**src/shared/umm_map.vh**
```
// register map, field positions and reset values of the mode and interrupt-mask block
//
// Notes on behaviour
// - async stop field: 00 one, 01 one and half, 10 two, 11 reserved
// - sync stop field: 00 one, 10 two, 01 and 11 reserved
// - channel mode 00: plain receiver and transmitter, no loop paths
// - channel mode 01: receive input is routed onto the transmit pin
// - channel mode 10: transmitter output feeds the receiver input internally
// - channel mode 11: receive pin is wired straight to the transmit pin
// - nine-bit option 0 uses character-length field, 1 forces nine bits
// - serial clock pin driven only when clock-output select is 1 and source bit1 0
// - writing 1 to enable-set register enables that event, 0 does nothing
// - writing 1 to enable-clear register disables that event, 0 does nothing
// - mask register reads 1 for enabled events, 0 for disabled events
// - set, clear and mask registers share one ten-bit event layout
// - overrun, framing and parity errors are each separately maskable
// - interrupt output high whenever a status bit and its mask bit are set
// - local loopback ignores the receive pin and holds transmit pin high
// - remote loopback disables transmitter and receiver, transmit pin follows the receive pin
// - echo resends every received bit, transmitter programming has no effect
`ifndef UMM_MAP_VH
`define UMM_MAP_VH

// byte offsets
`define UMM_OFS_MODE 8'h04
`define UMM_OFS_IEN_SET 8'h08
`define UMM_OFS_IEN_CLR 8'h0C
`define UMM_OFS_IMASK 8'h10
`define UMM_OFS_EVT_STAT 8'h40

// mode register field positions
`define UMM_MODE_CLKS_LO 4
`define UMM_MODE_CHAR_LENGTH_FIELD_LO 6
`define UMM_MODE_SYNC 8
`define UMM_MODE_PAR_LO 9
`define UMM_MODE_STOP_LO 12
`define UMM_MODE_CHM_LO 14
`define UMM_MODE_NINE 17
`define UMM_MODE_CKDRV 18
// writable bits of the mode register
`define UMM_MODE_WMASK 32'h0006FFF0

// event bit positions
`define UMM_EV_RXRDY 0
`define UMM_EV_TXFREE 1
`define UMM_EV_BREAK 2
`define UMM_EV_RXEND 3
`define UMM_EV_TXEND 4
`define UMM_EV_OVERRUN 5
`define UMM_EV_FRAMING 6
`define UMM_EV_PARITY 7
`define UMM_EV_TIMEOUT 8
`define UMM_EV_DRAINED 9
`define UMM_EV_W 10

// channel modes
`define UMM_CHM_NORMAL 2'h0
`define UMM_CHM_ECHO 2'h1
`define UMM_CHM_LOCAL 2'h2
`define UMM_CHM_REMOTE 2'h3

// stop codes, results in half bit periods
`define UMM_STOP_ONE 2'h0
`define UMM_STOP_ONEHALF 2'h1
`define UMM_STOP_TWO 2'h2
`define UMM_HALVES_ONE 3'h2
`define UMM_HALVES_ONEHALF 3'h3
`define UMM_HALVES_TWO 3'h4

// reset values
`define UMM_RST_MODE 32'h00000000
`define UMM_RST_MASK 10'h000
`define UMM_RST_STAT 10'h000

`endif

```
**src/logic/umm_core.v**
```verilog
// mode register decode, channel test-mode routing and interrupt masking
`timescale 1ns/10ps
`include "umm_map.vh"

module umm_core (
  // clock and reset
  input wire sys_clk_i,
  input wire arst_n_i,
  // register port
  input wire [7:0] reg_addr_i,
  input wire [31:0] reg_wdata_i,
  input wire reg_wr_i,
  input wire reg_rd_i,
  output wire [31:0] reg_rdata_o,
  // events from the serial datapath, one-cycle pulses
  input wire [9:0] event_i,
  // interrupt
  output wire irq_o,
  // datapath side of the channel
  input wire tx_serial_i,
  input wire baud_clk_i,
  output wire rx_serial_o,
  output wire tx_enable_o,
  output wire rx_enable_o,
  // decoded configuration
  output wire [2:0] stop_halves_o,
  output wire stop_reserved_o,
  output wire [3:0] char_bits_o,
  output wire sync_mode_o,
  output wire [2:0] parity_type_o,
  output wire [1:0] baud_source_select_o,
  output wire sck_in_o,
  // pins
  input wire rxd_i,
  output wire txd_o,
  input wire sck_i,
  output wire sck_o,
  output wire sck_oe_o
);

  //////////////////////////////////////////////////////////////////////////////
  // helpers

  // stop code to half bit periods; reserved codes give one stop bit
  function [2:0] umm_stop_halves;
    input [1:0] code;
    input sync;
    begin
      case (code)
        `UMM_STOP_ONE: begin
          umm_stop_halves = `UMM_HALVES_ONE;
        end
        `UMM_STOP_ONEHALF: begin
          umm_stop_halves = sync ? `UMM_HALVES_ONE : `UMM_HALVES_ONEHALF;
        end
        `UMM_STOP_TWO: begin
          umm_stop_halves = `UMM_HALVES_TWO;
        end
        default: begin
          umm_stop_halves = `UMM_HALVES_ONE;
        end
      endcase
    end
  endfunction

  // reserved stop codes depend on the timing mode
  function umm_stop_rsvd;
    input [1:0] code;
    input sync;
    begin
      case (code)
        `UMM_STOP_ONE: begin
          umm_stop_rsvd = 1'b0;
        end
        `UMM_STOP_ONEHALF: begin
          umm_stop_rsvd = sync;
        end
        `UMM_STOP_TWO: begin
          umm_stop_rsvd = 1'b0;
        end
        default: begin
          umm_stop_rsvd = 1'b1;
        end
      endcase
    end
  endfunction

  //////////////////////////////////////////////////////////////////////////////
  // register state

  reg [31:0] mode_ff;
  reg [31:0] nxt_mode;
  reg [9:0] mask_ff;
  reg [9:0] nxt_mask;
  reg [9:0] stat_ff;
  reg [9:0] nxt_stat;
  reg irq_ff;
  reg [31:0] rdata_ff;
  reg [31:0] nxt_rdata;

  wire wr_mode = reg_wr_i && (reg_addr_i == `UMM_OFS_MODE);
  wire wr_set = reg_wr_i && (reg_addr_i == `UMM_OFS_IEN_SET);
  wire wr_clr = reg_wr_i && (reg_addr_i == `UMM_OFS_IEN_CLR);
  wire wr_stat = reg_wr_i && (reg_addr_i == `UMM_OFS_EVT_STAT);

  // mode register, reserved bits never stored so they read as zero
  always @* begin
    nxt_mode = mode_ff;
    if (wr_mode) begin
      nxt_mode = reg_wdata_i & `UMM_MODE_WMASK;
    end
  end

  // mask: set and clear act only on ones; a bit in both writes cannot coexist
  // since a strobe carries one address, so no priority is needed
  always @* begin
    nxt_mask = mask_ff;
    if (wr_set) begin
      nxt_mask = mask_ff | reg_wdata_i[9:0];
    end
    if (wr_clr) begin
      nxt_mask = mask_ff & ~reg_wdata_i[9:0];
    end
  end

  // sticky event latch; a new event beats a write-one clear in the same cycle
  always @* begin
    nxt_stat = stat_ff;
    if (wr_stat) begin
      nxt_stat = stat_ff & ~reg_wdata_i[9:0];
    end
    nxt_stat = nxt_stat | event_i;
  end

  always @(posedge sys_clk_i or negedge arst_n_i) begin
    if (!arst_n_i) begin
      mode_ff <= `UMM_RST_MODE;
      mask_ff <= `UMM_RST_MASK;
      stat_ff <= `UMM_RST_STAT;
    end else begin
      mode_ff <= nxt_mode;
      mask_ff <= nxt_mask;
      stat_ff <= nxt_stat;
    end
  end

  // interrupt follows the stored latch and mask without extra lag
  always @(posedge sys_clk_i or negedge arst_n_i) begin
    if (!arst_n_i) begin
      irq_ff <= 1'b0;
    end else begin
      irq_ff <= |(nxt_stat & nxt_mask);
    end
  end

  // read data stands only in the cycle after the read strobe
  always @* begin
    nxt_rdata = 32'h00000000;
    if (reg_rd_i) begin
      case (reg_addr_i)
        `UMM_OFS_MODE: begin
          nxt_rdata = mode_ff;
        end
        `UMM_OFS_IMASK: begin
          nxt_rdata = {22'h000000, mask_ff};
        end
        `UMM_OFS_EVT_STAT: begin
          nxt_rdata = {22'h000000, stat_ff};
        end
        default: begin
          nxt_rdata = 32'h00000000;
        end
      endcase
    end
  end

  always @(posedge sys_clk_i or negedge arst_n_i) begin
    if (!arst_n_i) begin
      rdata_ff <= 32'h00000000;
    end else begin
      rdata_ff <= nxt_rdata;
    end
  end

  //////////////////////////////////////////////////////////////////////////////
  // field decode

  wire [1:0] clks_f = mode_ff[`UMM_MODE_CLKS_LO+1:`UMM_MODE_CLKS_LO];
  wire [1:0] char_length_field_f = mode_ff[`UMM_MODE_CHAR_LENGTH_FIELD_LO+1:`UMM_MODE_CHAR_LENGTH_FIELD_LO];
  wire sync_f = mode_ff[`UMM_MODE_SYNC];
  wire [2:0] par_f = mode_ff[`UMM_MODE_PAR_LO+2:`UMM_MODE_PAR_LO];
  wire [1:0] stop_f = mode_ff[`UMM_MODE_STOP_LO+1:`UMM_MODE_STOP_LO];
  wire [1:0] chm_f = mode_ff[`UMM_MODE_CHM_LO+1:`UMM_MODE_CHM_LO];
  wire nine_f = mode_ff[`UMM_MODE_NINE];
  wire ckdrv_f = mode_ff[`UMM_MODE_CKDRV];

  reg [2:0] stop_halves_ff;
  reg stop_rsvd_ff;
  reg [3:0] char_bits_ff;
  reg sync_ff;
  reg [2:0] par_ff;
  reg [1:0] clks_ff;

  // decoded settings registered so every output leaves a flop
  always @(posedge sys_clk_i or negedge arst_n_i) begin
    if (!arst_n_i) begin
      stop_halves_ff <= `UMM_HALVES_ONE;
      stop_rsvd_ff <= 1'b0;
      char_bits_ff <= 4'h5;
      sync_ff <= 1'b0;
      par_ff <= 3'h0;
      clks_ff <= 2'h0;
    end else begin
      stop_halves_ff <= umm_stop_halves(stop_f, sync_f);
      // flag only; a reserved code still decodes to one stop bit
      // reserved code flagged
      stop_rsvd_ff <= umm_stop_rsvd(stop_f, sync_f);
      char_bits_ff <= nine_f ? 4'h9 : ({2'h0, char_length_field_f} + 4'h5);
      sync_ff <= sync_f;
      par_ff <= par_f;
      clks_ff <= clks_f;
    end
  end

  //////////////////////////////////////////////////////////////////////////////
  // pins and channel routing

  reg rxd_meta_ff;
  reg rxd_sync_ff;
  reg sck_meta_ff;
  reg sck_sync_ff;

  // two-stage synchronisers for the pin inputs
  always @(posedge sys_clk_i or negedge arst_n_i) begin
    if (!arst_n_i) begin
      rxd_meta_ff <= 1'b1;
      rxd_sync_ff <= 1'b1;
      sck_meta_ff <= 1'b0;
      sck_sync_ff <= 1'b0;
    end else begin
      rxd_meta_ff <= rxd_i;
      rxd_sync_ff <= rxd_meta_ff;
      sck_meta_ff <= sck_i;
      sck_sync_ff <= sck_meta_ff;
    end
  end

  reg txd_ff;
  reg nxt_txd;
  reg rx_ser_ff;
  reg nxt_rx_ser;
  reg tx_en_ff;
  reg nxt_tx_en;
  reg rx_en_ff;
  reg nxt_rx_en;

  // routing per test mode; idle line level is high
  always @* begin
    nxt_txd = tx_serial_i;
    nxt_rx_ser = rxd_sync_ff;
    nxt_tx_en = 1'b1;
    nxt_rx_en = 1'b1;
    case (chm_f)
      `UMM_CHM_NORMAL: begin
        nxt_txd = tx_serial_i;
        nxt_rx_ser = rxd_sync_ff;
      end
      `UMM_CHM_ECHO: begin
        nxt_txd = rxd_sync_ff;
        nxt_rx_ser = rxd_sync_ff;
      end
      `UMM_CHM_LOCAL: begin
        nxt_txd = 1'b1;
        nxt_rx_ser = tx_serial_i;
      end
      `UMM_CHM_REMOTE: begin
        nxt_txd = rxd_sync_ff;
        nxt_rx_ser = 1'b1;
        nxt_tx_en = 1'b0;
        nxt_rx_en = 1'b0;
      end
      default: begin
        nxt_txd = 1'b1;
        nxt_rx_ser = 1'b1;
      end
    endcase
  end

  // a retransmitted bit lags the pin by three cycles, far under a bit period
  always @(posedge sys_clk_i or negedge arst_n_i) begin
    if (!arst_n_i) begin
      txd_ff <= 1'b1;
      rx_ser_ff <= 1'b1;
      tx_en_ff <= 1'b0;
      rx_en_ff <= 1'b0;
    end else begin
      txd_ff <= nxt_txd;
      rx_ser_ff <= nxt_rx_ser;
      tx_en_ff <= nxt_tx_en;
      rx_en_ff <= nxt_rx_en;
    end
  end

  reg sck_out_ff;
  reg sck_oe_ff;

  // serial clock output from the internal baud clock
  always @(posedge sys_clk_i or negedge arst_n_i) begin
    if (!arst_n_i) begin
      sck_out_ff <= 1'b0;
      sck_oe_ff <= 1'b0;
    end else begin
      sck_out_ff <= baud_clk_i;
      sck_oe_ff <= ckdrv_f && !clks_f[1];
    end
  end

  //////////////////////////////////////////////////////////////////////////////
  // outputs

  assign reg_rdata_o = rdata_ff;
  assign irq_o = irq_ff;
  assign rx_serial_o = rx_ser_ff;
  assign tx_enable_o = tx_en_ff;
  assign rx_enable_o = rx_en_ff;
  assign stop_halves_o = stop_halves_ff;
  assign stop_reserved_o = stop_rsvd_ff;
  assign char_bits_o = char_bits_ff;
  assign sync_mode_o = sync_ff;
  assign parity_type_o = par_ff;
  assign baud_source_select_o = clks_ff;
  assign sck_in_o = sck_sync_ff;
  assign txd_o = txd_ff;
  assign sck_o = sck_out_ff;
  assign sck_oe_o = sck_oe_ff;

endmodule

```
**config.mk**
```make
export PLATFORM = sky130hd
export DESIGN_NAME = umm_core
export DESIGN_NICKNAME = d
export VERILOG_FILES = /design/src/logic/umm_core.v
export VERILOG_INCLUDE_DIRS = /design/src /design/src/shared
export SDC_FILE = /design/constraint.sdc
export NUM_CORES = 1
export LEC_CHECK = 0
export ABC_AREA = 0
export BUFFER_PORTS_ARGS = -buffer_cell sky130_fd_sc_hd__buf_2
export CORE_MARGIN = 1.5
export CORE_UTILIZATION = 49
export DETAILED_ROUTE_END_ITERATION = 6
export HOLD_SLACK_MARGIN = 0.06
export PLACE_DENSITY = 0.79
export REMOVE_ABC_BUFFERS = 1
export SLEW_MARGIN = 15
export SYNTH_ARGS = -nofsm -noshare
export SYNTH_HDL_FRONTEND = slang
export SYNTH_SLANG_ARGS = --single-unit
export TNS_END_PERCENT = 5
```
**constraint.sdc**
```tcl
create_clock -name sys_clk_i -period 1.7 [get_ports sys_clk_i]
set_clock_uncertainty 0.05 [all_clocks]
set_input_delay 0.34 -clock sys_clk_i [delete_from_list [all_inputs] [get_ports sys_clk_i]]
set_output_delay 0.34 -clock sys_clk_i [all_outputs]
set_load 0.03 [all_outputs]
```
==> qor.yml <==
power:
  clockPowerShare: 0.398
  p_leak_nw: 2.25
  combinationalPowerShare: 0.109
  finalPower_mw: 3.87
  p_sw_frac: 0.249
  power.internal_mw: 2.91
  switchingPower_mw: 0.963
  vdd_drop_max_mv: 0.605
  power_density_nw_per_um2: 920
  power_frac_seq: 0.492
worst_setup_path:
  start_kind: "primary input"
  critical_path_arrival_ns: 2.14
  rr_endpoint: "irq_o"
  cp_data_required_time_ns: 1.90
  reg2reg_depth: 3
  cp_max_fo: 5
  timing.rr.start: "mask_ff[9]"
  r2r_slack_ns: 0.26
  crit_type: "in2reg"
  setup.worst_path.end_class: "flip-flop"
worst_hold_path:
  min_path_type: "in2reg"
  min_path_cells: 3
  min_from: "event_i[4]"
  min_to: "stat_ff[4]"
die:
  die_w_microns: 82.8
  dieHeight_microns: 82.8
  core_sq_um: 6030
  initial_core_util: 0.517
  row_count: 28
  dieArea_sq_um: 6850
  io_pins: 112
yosys:
  synth_top_area_frac: 0.554
  post_synth_xor_area_fraction: 0
  synth_enable_flop_cells: 0
  synth.distinct_cells: 40
  synth_area_leader_cell: "dfrtp_1"
  synth_top_family_by_area: "simple AND/OR/NAND/NOR gates"
  ys_warn_count: 0
  post_synth_inst_count: 255
  synthArstFlopShare: 1.00
  synth-simple-area-share: 0.137
  synth_ff_type: "dfrtp_1"
  synth_compound_area_frac: 0.0770
  yosys.area_share.adder: 0.0201
  yosysSeqAreaShare: 0.613
  syn_area_sq_um: 3120
  ys_seq_elements: 76
  synth_mux_area_frac: 0.0730
  synthTopCellsByArea: "dfrtp_1 (55%), dfstp_2 (5.9%), mux2_2 (5.1%)"
  syn_avg_cell_area_sq_um: 12.2
timing:
  fin_crit_sh: 1.14
  drv_slew: 0
  setup_violations: 2
  hold_viol: 0
  period_needed_ns: 1.94
  setup_ws_ns: -0.245
  rsz0062_at_grt: "yes"
  max_freq_mhz: 514
placed_design:
  hpwl_microns: 5140
  portBuffers: 83
  gp_congestion: 0.958
  dpl_worst_slack_ns: -0.800
cells_and_area:
  num_antenna_cells: 0
  final_common_cell: "buf_2"
  area_delta_synth_final_pct: 34.9
  final_nets: 446
  fill_cells: 421
  most-common-layout-cells: "buf_2 (80), dfrtp_1 (69), buf_4 (35)"
  fin_util: 0.698
  drive_above_1_share: 0.456
routing:
  routed-via-count: 2449
  remaining_drc_errors: 0
  drt-total-wl_microns: 7530
  drt-initial-drc-count: 136
  dr.pass1.iters: 4
  vias_per_cell: 5.29
  antenna_left: 0
  wl_per_cell_microns: 16.3
grt:
  grt.total_usage: 0.238
  grt_antenna_before_repair: 0
  grt_pass1_vias: 2408
  grt_start_max_net_pins: 31
  grt_pass1_wl_microns: 11700
  grt_overflow: 0
clock_tree:
  cts_sinks: 76
  ctsHtreeMaxLevel: 3
  clk_pin_slew_ns: 0.08
  clockRootBuffer: "clkbuf_8"
  clk_latency_ns: 0.35
  cts_tree: "yes"
  cts.path.max_buffers: 2
  cts_made_buffers: 9
flow_run:
  maxCapViolations: 0
status:
  violations: "setup timing"
  status: "complete, but fails checks"
## Yosys cell counts (3+ instances only)
library cell / number
a21oi_1: 7
a222oi_1: 6
a22oi_1: 4
a31oi_1: 3
and3_1: 8
and3b_1: 3
buf_4: 15
clkbuf_1: 7
dfrtp_1: 69
dfstp_2: 7
ha_1: 5
inv_1: 23
mux2_2: 14
mux2i_1: 7
nand2_1: 5
nand4_1: 12
nor2_1: 15
nor2b_1: 6
nor3_1: 3
nor4_1: 4
o21ai_1: 3
o22ai_1: 3
o31a_1: 3
or2_2: 4
## state kept, by name (all words and copies together) (netlist names)
register and count:
reg_rdata_o 18, mode_ff 14, mask_ff 10, stat_ff 10, char_bits_o 4, parity_type_o 3
stop_halves_o 3, baud_source_select_o 2, irq_o 1, rx_enable_o 1, rx_serial_o 1, rxd_meta_ff 1
rxd_sync_ff 1, sck_in_o 1, sck_meta_ff 1, sck_o 1, sck_oe_o 1, stop_reserved_o 1
sync_mode_o 1, txd_o 1
## logic make-up (layout without fill, tap and decap cells)
kind of cell / Yosys count / after routing
buffers and inverters: 48 / 168
adder cells (fa/ha/maj): 5 / 5
multiplexers: 21 / 21
other: 1 / 14
flip-flops: 76 / 76
AND/OR/NAND/NOR: 70 / 70
AO/OA/AOI/OAI: 34 / 34
## power groups by stage
stage               sequential (mW)  combinational (mW)  clock, mW
floorplan                      1.99               0.121          0
finish                         1.91               0.423       1.54
global route                   1.91               0.458       1.65
detailed placement             1.94               0.385          0
global placement               1.94               0.376          0
CTS                            1.91               0.412       1.56
## how the worst max path moves through the flow
stage | from | end | slack, ns | cells after the start
2_1_floorplan | reg_addr_i[1] | irq_o | -0.84 | 5
3_3_place_gp | reg_addr_i[1] | irq_o | -0.75 | 6
3_5_place_dp | reg_addr_i[1] | irq_o | -0.80 | 6
4_1_cts | reg_addr_i[7] | irq_o | -0.17 | 7
5_1_grt | reg_addr_i[7] | irq_o | -0.30 | 8
6_report | reg_addr_i[7] | mask_ff[1] | -0.24 | 11
## what timing repair did
action / CTS / global route
resized for setup: 12 / 7
pin swaps: 6 / 0
setup buffers: 8 / 0
hold endpoints to repair: 24 / 0
hold buffers: 4 / 0
endpoints found under the setup margin: 1 / 17
## layer usage
metal,track usage,up-vias,part of all wire
met4,0.120,0,0.035
met5,0,-,0
met3,0.0525,24,0.083
li1,-,1124,-
met2,0.384,141,0.48
met1,0.301,1160,0.40
## final cells by class
class                      count  area, sq um  area share
clock buffer                  11          141      0.0336
multi-input combinational    144         1060       0.251
clock inverter                 5         82.6      0.0196
sequential                    76         1910       0.454
timing repair buffer         129          833       0.198
inverter                      23         86.3      0.0205
tap                           75         93.8      0.0223
## per-stage QoR
| stage | hold slack (ns) | setup TNS [ns] | cells | area [sq um] |
|---|---|---|---|---|
| after floorplan | -0.00559 | -13.79 | 243 | 3010 |
| after global placement | 0.225 | -7.94 | 436 | 3810 |
| after detailed placement | 0.230 | -8.37 | 436 | 3810 |
| after CTS | 0.119 | -0.281 | 463 | 4170 |
| after global routing | 0.123 | -0.557 | 463 | 4210 |
| final | 0.129 | -0.478 | 463 | 4210 |
## critical path, stage by stage
cell     delay [ns]
buf_6          0.09
or4_4          0.58
nor3_2         0.25
mux2i_1        0.28
buf_4          0.16
buf_6          0.09
buf_6          0.09
buf_6          0.08
buf_6          0.08
buf_6          0.08
inv_2          0.02
(Power assumes the default switching activity.)
